$ cat src/hbsq_pkg.sv
package hbsq_pkg;

	// ==========================================================
	// bridge count and field widths
	localparam int unsigned BRIDGE_COUNT = 3;
	localparam int unsigned MODE_W = 2;
	localparam int unsigned CODE_W = 4;
	localparam int unsigned STEP_W = 6;
	localparam int unsigned TIME_W = 8;
	localparam int unsigned CNT_W = 10;

	// ==========================================================
	// mode codes
	localparam logic [1:0] MODE_OFF_PASSIVE = 2'h0;
	localparam logic [1:0] MODE_LOW_ON = 2'h1;
	localparam logic [1:0] MODE_HIGH_ON = 2'h2;
	localparam logic [1:0] MODE_OFF_ACTIVE = 2'h3;

	// ==========================================================
	// current steps
	localparam int unsigned STATIC_STEP_SHIFT = 2;
	localparam logic [5:0] HOLD_STEP_LOW = 6'h0f;
	localparam logic [5:0] HOLD_STEP_HIGH = 6'h14;
	// hard-off is the strongest sink, flagged separately from the step scale
	localparam logic [5:0] HARD_OFF_STEP = 6'h3f;

	// ==========================================================
	// timing
	localparam int unsigned CLK_PERIOD_NS = 100;
	localparam int unsigned FILTER_TIME_NS = 2000;
	localparam int unsigned FILTER_CYCLES_INT =
		(FILTER_TIME_NS + CLK_PERIOD_NS - 1) / CLK_PERIOD_NS;
	localparam logic [9:0] FILTER_CYCLES = 10'(FILTER_CYCLES_INT);
	localparam int unsigned CSN_LATENCY_NS = 3000;
	localparam int unsigned CSN_LATENCY_CYCLES = CSN_LATENCY_NS / CLK_PERIOD_NS;

	// ==========================================================
	// reset values of the latched settings
	localparam logic [5:0] MODE_RESET = 6'h00;
	localparam logic [11:0] CODE_RESET = 12'h000;
	localparam logic [2:0] PWM_RESET = 3'h0;
	localparam logic [7:0] TIME_RESET = 8'h01;

	// ==========================================================
	// types
	typedef enum logic [1:0] {
		PH_PASSIVE,
		PH_GUARD,
		PH_CHARGE,
		PH_HOLD
	} hbsq_phase_t;

	typedef enum logic [2:0] {
		GD_PASSIVE,
		GD_CHG_STATIC,
		GD_DCHG_STATIC,
		GD_HARD_OFF,
		GD_HOLD_ON,
		GD_HOLD_OFF
	} hbsq_drive_t;

endpackage

$ cat src/hbsq_csn_sync.sv
`timescale 1ns/1ns
module hbsq_csn_sync (
	// clock and reset
	input wire logic clk_i,
	input wire logic rst_i,
	// chip select pin, active low
	input wire logic csn_n_i,
	// one-cycle pulse on the synchronised rising edge
	output logic rise_o
);

	// ==========================================================
	// two-flop synchroniser, edge taken from the second stage on
	logic meta_r;
	logic sync_r;
	logic last_r;
	logic rise_r;
	logic rise_nxt;

	always_comb begin
		rise_nxt = sync_r & ~last_r;
	end

	// idle high so a reset release does not fake an edge
	always_ff @(posedge clk_i or posedge rst_i) begin
		if (rst_i) begin
			meta_r <= 1'b1;
			sync_r <= 1'b1;
			last_r <= 1'b1;
			rise_r <= 1'b0;
		end else begin
			meta_r <= csn_n_i;
			sync_r <= meta_r;
			last_r <= sync_r;
			rise_r <= rise_nxt;
		end
	end

	assign rise_o = rise_r;

endmodule

$ cat src/hbsq_sequencer.sv
`timescale 1ns/1ns
module hbsq_sequencer
	import hbsq_pkg::*;
#(
	parameter int unsigned BRIDGES = BRIDGE_COUNT
) (
	// clock and reset
	input wire logic SYS_CLK_I,
	input wire logic RESET_I,
	// chip select pin, active low, asynchronous
	input wire logic CSN_N_I,
	// settings from the register file, same clock
	input wire logic CHARGE_PUMP_ENABLE_I,
	input wire logic [BRIDGES-1:0] BRIDGE_PWM_ENABLE_I,
	input wire logic [BRIDGES*MODE_W-1:0] BRIDGE_MODE_CODE_I,
	input wire logic [BRIDGES*CODE_W-1:0] STATIC_GATE_CURRENT_CODE_I,
	input wire logic GATE_HOLD_CURRENT_SELECT_I,
	input wire logic [TIME_W-1:0] GUARD_CYCLES_I,
	input wire logic [TIME_W-1:0] BLANK_CYCLES_I,
	// high-side gate drive
	output logic [BRIDGES-1:0] HS_SOURCE_O,
	output logic [BRIDGES-1:0] HS_SINK_O,
	output logic [BRIDGES-1:0] HS_HARD_OFF_O,
	output logic [BRIDGES*STEP_W-1:0] HS_STEP_O,
	// low-side gate drive
	output logic [BRIDGES-1:0] LS_SOURCE_O,
	output logic [BRIDGES-1:0] LS_SINK_O,
	output logic [BRIDGES-1:0] LS_HARD_OFF_O,
	output logic [BRIDGES*STEP_W-1:0] LS_STEP_O,
	// status
	output logic [BRIDGES-1:0] BRIDGE_BUSY_O
);

	// ==========================================================
	// chip select edge
	logic csn_rise;

	hbsq_csn_sync hbsq_csn_sync_inst (
		.clk_i(SYS_CLK_I),
		.rst_i(RESET_I),
		.csn_n_i(CSN_N_I),
		.rise_o(csn_rise)
	);

	// ==========================================================
	// settings latched on the edge, applied one cycle later
	logic charge_pump_enable_r;
	logic charge_pump_enable_nxt;
	logic [BRIDGES-1:0] pwm_r;
	logic [BRIDGES-1:0] pwm_nxt;
	logic [BRIDGES*MODE_W-1:0] mode_r;
	logic [BRIDGES*MODE_W-1:0] mode_nxt;
	logic [BRIDGES*CODE_W-1:0] code_r;
	logic [BRIDGES*CODE_W-1:0] code_nxt;
	logic hold_sel_r;
	logic hold_sel_nxt;
	logic [TIME_W-1:0] guard_r;
	logic [TIME_W-1:0] guard_nxt;
	logic [TIME_W-1:0] blank_r;
	logic [TIME_W-1:0] blank_nxt;
	logic apply_r;
	logic apply_nxt;

	always_comb begin
		charge_pump_enable_nxt = charge_pump_enable_r;
		pwm_nxt = pwm_r;
		mode_nxt = mode_r;
		code_nxt = code_r;
		hold_sel_nxt = hold_sel_r;
		guard_nxt = guard_r;
		blank_nxt = blank_r;
		// new settings only count once the edge is in this clock domain
		if (csn_rise) begin
			charge_pump_enable_nxt = CHARGE_PUMP_ENABLE_I;
			pwm_nxt = BRIDGE_PWM_ENABLE_I;
			mode_nxt = BRIDGE_MODE_CODE_I;
			code_nxt = STATIC_GATE_CURRENT_CODE_I;
			hold_sel_nxt = GATE_HOLD_CURRENT_SELECT_I;
			guard_nxt = GUARD_CYCLES_I;
			blank_nxt = BLANK_CYCLES_I;
		end
		apply_nxt = csn_rise;
	end

	always_ff @(posedge SYS_CLK_I or posedge RESET_I) begin
		if (RESET_I) begin
			charge_pump_enable_r <= 1'b0;
			pwm_r <= PWM_RESET;
			mode_r <= MODE_RESET;
			code_r <= CODE_RESET;
			hold_sel_r <= 1'b0;
			guard_r <= TIME_RESET;
			blank_r <= TIME_RESET;
			apply_r <= 1'b0;
		end else begin
			charge_pump_enable_r <= charge_pump_enable_nxt;
			pwm_r <= pwm_nxt;
			mode_r <= mode_nxt;
			code_r <= code_nxt;
			hold_sel_r <= hold_sel_nxt;
			guard_r <= guard_nxt;
			blank_r <= blank_nxt;
			apply_r <= apply_nxt;
		end
	end

	// ==========================================================
	// shared durations, a zero guard setting still lasts one cycle
	logic [CNT_W-1:0] guard_len;
	logic [CNT_W-1:0] charge_len;
	logic [STEP_W-1:0] hold_step;

	always_comb begin
		guard_len = (guard_r == '0) ? CNT_W'(1) : CNT_W'(guard_r);
		charge_len = CNT_W'(blank_r) + FILTER_CYCLES;
		hold_step = hold_sel_r ? HOLD_STEP_HIGH : HOLD_STEP_LOW;
	end

	// ==========================================================
	// drive kind of one gate for a phase and target mode
	function automatic hbsq_drive_t gate_drive(input hbsq_phase_t ph,
			input logic [1:0] tgt, input logic high_side);
		logic own_on;
		own_on = high_side ? (tgt == MODE_HIGH_ON) : (tgt == MODE_LOW_ON);
		gate_drive = GD_PASSIVE;
		case (ph)
			PH_PASSIVE: begin
				gate_drive = GD_PASSIVE;
			end
			PH_GUARD: begin
				gate_drive = GD_DCHG_STATIC;
			end
			PH_CHARGE: begin
				gate_drive = own_on ? GD_CHG_STATIC : GD_HARD_OFF;
			end
			PH_HOLD: begin
				gate_drive = own_on ? GD_HOLD_ON : GD_HOLD_OFF;
			end
			default: begin
				gate_drive = GD_PASSIVE;
			end
		endcase
	endfunction

	// ==========================================================
	// one sequencer per bridge
	genvar gi;
	generate
		for (gi = 0; gi < BRIDGES; gi++) begin : g_bridge
			hbsq_phase_t phase_r;
			hbsq_phase_t phase_nxt;
			logic [1:0] cur_r;
			logic [1:0] cur_nxt;
			logic [CNT_W-1:0] cnt_r;
			logic [CNT_W-1:0] cnt_nxt;
			logic [1:0] new_mode;
			logic static_ok;
			logic swap;
			logic [STEP_W-1:0] static_step;
			hbsq_drive_t hs_drv;
			hbsq_drive_t ls_drv;
			logic hs_src_nxt;
			logic hs_snk_nxt;
			logic hs_hard_nxt;
			logic [STEP_W-1:0] hs_step_nxt;
			logic ls_src_nxt;
			logic ls_snk_nxt;
			logic ls_hard_nxt;
			logic [STEP_W-1:0] ls_step_nxt;
			logic hs_src_r;
			logic hs_snk_r;
			logic hs_hard_r;
			logic [STEP_W-1:0] hs_step_r;
			logic ls_src_r;
			logic ls_snk_r;
			logic ls_hard_r;
			logic [STEP_W-1:0] ls_step_r;
			logic busy_r;
			logic busy_nxt;

			always_comb begin
				static_ok = charge_pump_enable_r & ~pwm_r[gi];
				new_mode = mode_r[gi*MODE_W +: MODE_W];
				swap = ((cur_r == MODE_LOW_ON) && (new_mode == MODE_HIGH_ON)) ||
					((cur_r == MODE_HIGH_ON) && (new_mode == MODE_LOW_ON));
				phase_nxt = phase_r;
				cur_nxt = cur_r;
				cnt_nxt = cnt_r;
				if (apply_r && !static_ok) begin
					// pump off or pwm owns the bridge: drop to passive at once
					phase_nxt = PH_PASSIVE;
					cur_nxt = MODE_OFF_PASSIVE;
				end else if (apply_r && (new_mode != cur_r)) begin
					cur_nxt = new_mode;
					if ((new_mode == MODE_OFF_PASSIVE) ||
							(new_mode == MODE_OFF_ACTIVE) || swap) begin
						phase_nxt = PH_GUARD;
						cnt_nxt = guard_len - CNT_W'(1);
					end else begin
						// from off, no conducting partner to protect against
						phase_nxt = PH_CHARGE;
						cnt_nxt = charge_len - CNT_W'(1);
					end
				end else if (cnt_r != '0) begin
					cnt_nxt = cnt_r - CNT_W'(1);
				end else begin
					case (phase_r)
						PH_GUARD: begin
							if (cur_r == MODE_OFF_PASSIVE) begin
								phase_nxt = PH_PASSIVE;
							end else if (cur_r == MODE_OFF_ACTIVE) begin
								phase_nxt = PH_HOLD;
							end else begin
								phase_nxt = PH_CHARGE;
								cnt_nxt = charge_len - CNT_W'(1);
							end
						end
						PH_CHARGE: begin
							phase_nxt = PH_HOLD;
						end
						PH_PASSIVE, PH_HOLD: begin
							phase_nxt = phase_r;
						end
						default: begin
							phase_nxt = PH_PASSIVE;
						end
					endcase
				end
			end

			always_comb begin
				static_step = STEP_W'(code_r[gi*CODE_W +: CODE_W]) << STATIC_STEP_SHIFT;
				hs_drv = gate_drive(phase_nxt, cur_nxt, 1'b1);
				ls_drv = gate_drive(phase_nxt, cur_nxt, 1'b0);
				hs_src_nxt = (hs_drv == GD_CHG_STATIC) || (hs_drv == GD_HOLD_ON);
				hs_snk_nxt = (hs_drv == GD_DCHG_STATIC) || (hs_drv == GD_HOLD_OFF) ||
					(hs_drv == GD_HARD_OFF);
				hs_hard_nxt = (hs_drv == GD_HARD_OFF);
				ls_src_nxt = (ls_drv == GD_CHG_STATIC) || (ls_drv == GD_HOLD_ON);
				ls_snk_nxt = (ls_drv == GD_DCHG_STATIC) || (ls_drv == GD_HOLD_OFF) ||
					(ls_drv == GD_HARD_OFF);
				ls_hard_nxt = (ls_drv == GD_HARD_OFF);
				case (hs_drv)
					GD_CHG_STATIC, GD_DCHG_STATIC: hs_step_nxt = static_step;
					GD_HOLD_ON, GD_HOLD_OFF: hs_step_nxt = hold_step;
					GD_HARD_OFF: hs_step_nxt = HARD_OFF_STEP;
					default: hs_step_nxt = '0;
				endcase
				case (ls_drv)
					GD_CHG_STATIC, GD_DCHG_STATIC: ls_step_nxt = static_step;
					GD_HOLD_ON, GD_HOLD_OFF: ls_step_nxt = hold_step;
					GD_HARD_OFF: ls_step_nxt = HARD_OFF_STEP;
					default: ls_step_nxt = '0;
				endcase
				busy_nxt = (phase_nxt == PH_GUARD) || (phase_nxt == PH_CHARGE);
			end

			always_ff @(posedge SYS_CLK_I or posedge RESET_I) begin
				if (RESET_I) begin
					phase_r <= PH_PASSIVE;
					cur_r <= MODE_OFF_PASSIVE;
					cnt_r <= '0;
					hs_src_r <= 1'b0;
					hs_snk_r <= 1'b0;
					hs_hard_r <= 1'b0;
					hs_step_r <= '0;
					ls_src_r <= 1'b0;
					ls_snk_r <= 1'b0;
					ls_hard_r <= 1'b0;
					ls_step_r <= '0;
					busy_r <= 1'b0;
				end else begin
					phase_r <= phase_nxt;
					cur_r <= cur_nxt;
					cnt_r <= cnt_nxt;
					hs_src_r <= hs_src_nxt;
					hs_snk_r <= hs_snk_nxt;
					hs_hard_r <= hs_hard_nxt;
					hs_step_r <= hs_step_nxt;
					ls_src_r <= ls_src_nxt;
					ls_snk_r <= ls_snk_nxt;
					ls_hard_r <= ls_hard_nxt;
					ls_step_r <= ls_step_nxt;
					busy_r <= busy_nxt;
				end
			end

			assign HS_SOURCE_O[gi] = hs_src_r;
			assign HS_SINK_O[gi] = hs_snk_r;
			assign HS_HARD_OFF_O[gi] = hs_hard_r;
			assign HS_STEP_O[gi*STEP_W +: STEP_W] = hs_step_r;
			assign LS_SOURCE_O[gi] = ls_src_r;
			assign LS_SINK_O[gi] = ls_snk_r;
			assign LS_HARD_OFF_O[gi] = ls_hard_r;
			assign LS_STEP_O[gi*STEP_W +: STEP_W] = ls_step_r;
			assign BRIDGE_BUSY_O[gi] = busy_r;
		end
	endgenerate

endmodule

$ cat config.mk
export PLATFORM = sky130hd
export DESIGN_NAME = hbsq_sequencer
export DESIGN_NICKNAME = d
export VERILOG_FILES = /design/src/hbsq_pkg.sv /design/src/hbsq_csn_sync.sv /design/src/hbsq_sequencer.sv
export SDC_FILE = /design/constraint.sdc
export NUM_CORES = 1
export LEC_CHECK = 0
export ABC_AREA = 1
export BUFFER_PORTS_ARGS = -buffer_cell sky130_fd_sc_hd__buf_4
export CAP_MARGIN = 20
export CORE_MARGIN = 2
export CORE_UTILIZATION = 55
export DETAILED_ROUTE_END_ITERATION = 10
export PLACE_DENSITY = 0.76
export SYNTH_ARGS = -nofsm -noshare
export SYNTH_HDL_FRONTEND = slang
export SYNTH_SLANG_ARGS = --single-unit
$ cat constraint.sdc
create_clock -name SYS_CLK_I -period 8.65 [get_ports SYS_CLK_I]
set_clock_uncertainty 0.05 [all_clocks]
set_input_delay 1.2975 -clock SYS_CLK_I [delete_from_list [all_inputs] [get_ports SYS_CLK_I]]
set_output_delay 1.2975 -clock SYS_CLK_I [all_outputs]
set_load 0.005 [all_outputs]
Word-level counts from Yosys, hierarchy flattened
Index checks and enable logic that the tools add are counted.

operators by class
  $add $sub $neg = 6
  shift-type cells = 0
  bitwise gates (word level) = 11
  reduce and logical (&&, ||, !) cells = 82
  eq/ne operators = 81
  mux-type cells = 71
  multipliers = 0
  $lt $le $gt $ge = 0
  divide/modulo/power cells = 0

operators by type and width
  cell                                                count
  two-way mux 10 bit                                  18
  one-hot mux 6 bit (3 select lines)                  6
  one-hot mux 3 bit (4 select lines)                  6
  == test 2 bit, second input constant                27
  two-way mux 2 bit                                   27
  == test 3 x 2 -> 1 bit, second input constant       12
  == test 3 bit, second input constant                12
  == test 2 x 1 -> 1 bit, second input constant       15
  logical OR 1 bit                                    30
  nonzero test 10 bit                                 3
  OR reduction 2 bit                                  15
  subtractor 10 x 1 -> 10 bit, second input constant  3
  zero test 2 bit                                     12
  == test 3 x 1 -> 1 bit, second input constant       6
  inequality test 3 bit, second input constant        6
  one-hot mux 2 bit (3 select lines)                  3
  logical AND 1 bit                                   12
  AND reduction 4 bit                                 3
  subtractor 9 x 1 -> 10 bit, second input constant   1
  adder 8 x 5 -> 9 bit, second input constant         1
  two-way mux 1 bit                                   9
  nonzero test 3 bit                                  3
  subtractor 8 x 1 -> 9 bit, second input constant    1
  zero test 8 bit                                     1
  6 further kinds                                     19

word-level totals
  memories kept = 0
  input port bits = 42
  ROM bits = 0
  bits in latches = 0
  bits in writable memories = 0
  register bits after elaboration = 143

Logic depth before layout (Yosys ltp)
  depth in word-level cells = 12
  mapped depth = 19
  mapped depth without buffers = 19

Modules after synthesis
Synthesis repeated with hierarchy kept, for this count alone.

unflattened totals
  cells, all modules = 972
  area, all modules = 7833.8 µm²

by module, submodules not included
  module          cells each  area each (µm²)  instances  seq. area each (µm²)
  hbsq_sequencer  965         7716.2           1          3330.7
  hbsq_csn_sync   7           117.6            1          103.8

Worst setup path after synthesis
No wires, ideal clock.

  path kind = register to register
  start = reg mode_r[4]
  end = reg g_bridge[2].ls_step_r[2]
  period minus slack after synthesis = 2345 ps
  stages on the path, launching flop included = 14
  setup time = 78 ps
  required time = 8522 ps
  arrival = 2218 ps
  path slack = 6305 ps
  buffers on the path = 0
  cells stage by stage = dfrtp_1 inv_1 ha_1 a21o_1 nor2_4 nor2_2 nand2_4 inv_4 ha_1 inv_1 nand3_4 o21bai_4 nand2_1 a21oi_1

between the ends
  longest elaborated chain between the ends = 12
  elaborated cells on any way between the ends = 32
  classes of those cells = 13 x eq/ne; 9 x mux; 10 x reduce/logical

ends and longest elaborated chain
  item                                                            RTL line                                      text
  start, declared                                                 hbsq_sequencer.sv:51                          logic [BRIDGES*MODE_W-1:0] mode_r;
  start signal, assigned                                          hbsq_sequencer.sv:98                          mode_r <= mode_nxt;
  == test 2 bit / == test 2 x 1 -> 1 bit (equally long branches)  hbsq_sequencer.sv:184, hbsq_sequencer.sv:185
  logical AND 1 bit, on equally long branches                     hbsq_sequencer.sv:184, hbsq_sequencer.sv:185
  logical OR 1 bit                                                hbsq_sequencer.sv:184                         swap = ((cur_r == MODE_LOW_ON) && (new_mode == MODE_HIGH_ON)) ||
  logical OR 1 bit                                                hbsq_sequencer.sv:196                         (new_mode == MODE_OFF_ACTIVE) || swap) begin
  two-way mux 2 bit                                               hbsq_sequencer.sv:195                         if ((new_mode == MODE_OFF_PASSIVE) ||
  two-way mux 2 bit *                                             hbsq_sequencer.sv:193                         end else if (apply_r && (new_mode != cur_r)) begin
  two-way mux 2 bit *                                             hbsq_sequencer.sv:189                         if (apply_r && !static_ok) begin
  via g_bridge[2].phase_nxt[0]                                    hbsq_sequencer.sv:151                         hbsq_phase_t phase_nxt;
  == test 2 bit (tied with other cells)                           hbsq_sequencer.sv:126                         case (ph)
  one-hot mux 3 bit (4 select lines) *                            hbsq_sequencer.sv:126
  == test 3 bit (tied with other cells)                           hbsq_sequencer.sv:249                         case (ls_drv)
  OR reduction 2 bit                                              hbsq_sequencer.sv:249
  one-hot mux 6 bit (3 select lines) *                            hbsq_sequencer.sv:249
  via g_bridge[2].ls_step_nxt[2]                                  hbsq_sequencer.sv:169                         logic [STEP_W-1:0] ls_step_nxt;
  end signal, assigned                                            hbsq_sequencer.sv:283                         ls_step_r <= ls_step_nxt;
  end, declared                                                   hbsq_sequencer.sv:177                         logic [STEP_W-1:0] ls_step_r;

The timed path passes the listed nets; every way through them passes the cells marked *.
A chain may end at the register's enable or synchronous reset.

Worst setup path in the final report
  start = reg apply_r
  end = reg g_bridge[2].cnt_r[8]

between the ends
  longest elaborated chain between the ends = 3
  elaborated cells on any way between the ends = 8
  classes of those cells = 2 x eq/ne; 1 x mux; 1 x bitwise; 4 x reduce/logical

ends and longest elaborated chain
  item                                                     RTL line                                      text
  start, declared                                          hbsq_sequencer.sv:61                          logic apply_r;
  start signal, assigned                                   hbsq_sequencer.sv:103                         apply_r <= apply_nxt;
  logical AND 1 bit, on equally long branches              hbsq_sequencer.sv:193, hbsq_sequencer.sv:189
  inequality test 3 bit (no line) (tied with other cells)  n/a
  AND reduction 4 bit (no line)                            n/a
  end signal, assigned                                     hbsq_sequencer.sv:275                         cnt_r <= cnt_nxt;
  end, declared                                            hbsq_sequencer.sv:154                         logic [CNT_W-1:0] cnt_r;

Parallel ways exist; a longest one is shown, timed or not.

==> results.toml <==
[outcome]
status = "completed"

[grt]
grt_max_degree = 81
antenna_found_initial = 0
grt_pass1_wl_mm = 29.9
first_global_vias = 6120
grt_util_all_layers_pct = 25.5
overflow = 0

[clock_network]
cts_buffers = 17
clockRootBuffer = "clkbuf_16"
postCtsSetupRepairBufs = 0
clkLatencyLatePin_ps = 430
tritoncts = "built"
ctsLongestPathBuffers = 2
cts_max_level = 4
hold_buffers = 0
cts_resized = 0
clk_pin_slew_ps = 60
clock_sinks = 137

[detailed_routing]
viasPerCell = 5.40
dr_wl_met2_mm = 8.35
drt-met1-wl_mm = 8.35
routed_wl_mm = 18.2
antenna_left = 0
drc = 0
dr_wl_met3_mm = 1.11
routedWlPerCell_um = 15.1
highest-signal-layer = "met4"
vias = 6496
drtPass1Iterations = 5
drtIter0Drc = 566

[critical_path]
crit_family = "compound AO/OA/AOI/OAI gates"
worstPathMaxFanout = 16
crit_type = "reg2reg"
crit_slowest_cell = "dfrtp_1"
crit_path_cell_trace = "nand2_4, inv_1, nor2_1, a21oi_1, clkinv_1, a21oi_1, a22oi_1"
r2r_start = "apply_r"
crit_required_ps = 8890
cp_slowest_stage_delay_ps = 730
start_kind = "flop"
cp_common_cell = "a21oi_1"
crit_buf_inv = 2
arrival_ps = 3210
rr_worst_depth = 7
r2r_slack_ps = 5670
end_kind = "flop"
reg2reg_to = "g_bridge[2].cnt_r[8]"
crit_start = "apply_r"

[floorplanning]
rows = 43
initial_core_util_pct = 56.3
die_w_um = 123
die_h_um = 123
dieArea_um2 = 15200
boundaryPins = 99
coreArea_um2 = 13900

[final_layout]
layout_commonest_cell = "nand2_1"
diodes = 0
mostFrequentLayoutCells = "nand2_1, dfrtp_1, inv_1"
nNetsFinal = 1082
syn_to_final_growth_pct = 17.2
drive_above_1_share_pct = 23.2

[place]
globalplace.congestion = 0.948
hpwlAfterDp_mm = 12.6
port_buffers = 98

[job]
drv_cap = 0

[logic_synthesis]
synth-edff-count = 0
syn_area_um2 = 7810
seq_area_frac_synth_pct = 44.0
synth_fa_ha_area_share_pct = 4.65
synth_area_leaders = "dfrtp_1, nand2_1, inv_1"
synth_cell_types = 48
yosysWarnings = 0
yosys.area.top_type_share_pct = 42.3
ys_ff_latch = 137
synth_mux_area_share_pct = 1.73
yosys.area_share.simple_pct = 24.2
synth_area_per_cell_um2 = 8.39
synth_xor_area_share_pct = 1.91
synth_top_family_by_area = "simple AND/OR/NAND/NOR gates"
yosys.area.top_type = "dfrtp_1"
async_flop_share_pct = 100
synth_fp_nets = 1002
syn_inst = 931
synth_compound_area_share_pct = 13.8
synth_flop_cell = "dfrtp_1"

[min_path]
holdPathStages = 0
hold_path_class = "reg2reg"
hp-start = "hbsq_csn_sync_inst.meta_r"
min_to = "hbsq_csn_sync_inst.sync_r"

[timing]
final-setup-viol-count = 0
period_needed_ps = 2980
hold_slack_ps = 306
maxSlewViolCount = 0
tightest_slew_ps = 875
rsz0062_at_grt = "false"
fin_tns_setup_ps = 0
max_freq_mhz = 336
finalHoldViolations = 0
slew-limit-headroom_pct = 41.7
fin_crit_sh_pct = 34.4

[power_and_ir_drop]
p_per_area_nw_per_um2 = 310
power_leakage_nw = 4.54
ir_worst_vdd_uv = 167
## power breakdown
group / internal [mW] / switching [mW] / leakage (nW)
combinational: 0.461 / 0.646 / 2.58
sequential: 0.852 / 0.137 / 1.68
clock: 0.451 / 0.289 / 0.286
## flip-flops by register name (all words and copies together) (netlist names), 6 cells and up
name                flops
g_bridge.hs_step_r     15
g_bridge.cnt_r         30
guard_r                 8
g_bridge.cur_r          6
g_bridge.ls_step_r     15
code_r                 12
g_bridge.phase_r        6
mode_r                  6
blank_r                 8
## cell families (layout without fill, tap and decap cells)
logic type,count (synthesis),in the layout
AO/OA/AOI/OAI,174,174
XOR/XNOR,17,17
adder cells (fa/ha/maj),29,29
buffers and inverters,169,262
flip-flops,137,137
multiplexers,12,12
AND/OR/NAND/NOR,393,393
## cell usage after synthesis, drive strengths merged, types with 5 or more instances
master / count
mux2: 12
a22oi: 10
o22ai: 7
clkbuf: 9
xnor2: 8
nor3: 9
xor2: 9
nand3: 61
a31oi: 15
nor2: 85
a32oi: 5
inv: 126
dfrtp: 132
a21oi: 53
dfstp: 5
nand4: 11
o21ai: 72
buf: 31
nand2: 221
ha: 29
## per-layer routing
metal / vias to the layer above / global-route usage, %
met1: 3070 / 36.8
met5: - / 0
met2: 215 / 38.7
met3: 30 / 4.70
li1: 3181 / -
met4: 0 / 9.09
## stage by stage
stage	utilization [%]	total power, mW	worst slack, ps	area, µm²	cells
finish	66.0	2.84	5670	9160	1204
global route	66.0	3.03	5420	9160	1204
CTS	65.8	2.83	5750	9130	1203
detailed placement	61.4	2.08	5740	8520	1171
global placement	61.4	2.07	5770	8520	1171
floorplan	-	1.77	3640	7810	931
## final cells by class
cell class,count,area [µm²]
multi-input combinational,625,3610
sequential,137,3440
timing repair buffer,101,778
clock inverter,12,139
tap,180,225
inverter,129,498
fill,1170,4720
clock buffer,20,467
## worst max-delay path by stage
stage | slack (ps) | depth (start not counted) | endpoint
5_1_grt | 5420 | 7 | g_bridge[2].cnt_r[8]
4_1_cts | 5750 | 7 | g_bridge[2].cnt_r[8]
3_5_place_dp | 5740 | 3 | g_bridge[2].cnt_r[0]
6_report | 5670 | 7 | g_bridge[2].cnt_r[8]
3_3_place_gp | 5770 | 3 | g_bridge[2].cnt_r[8]
2_1_floorplan | 3640 | 1 | apply_r
(Power assumes the default switching activity.)
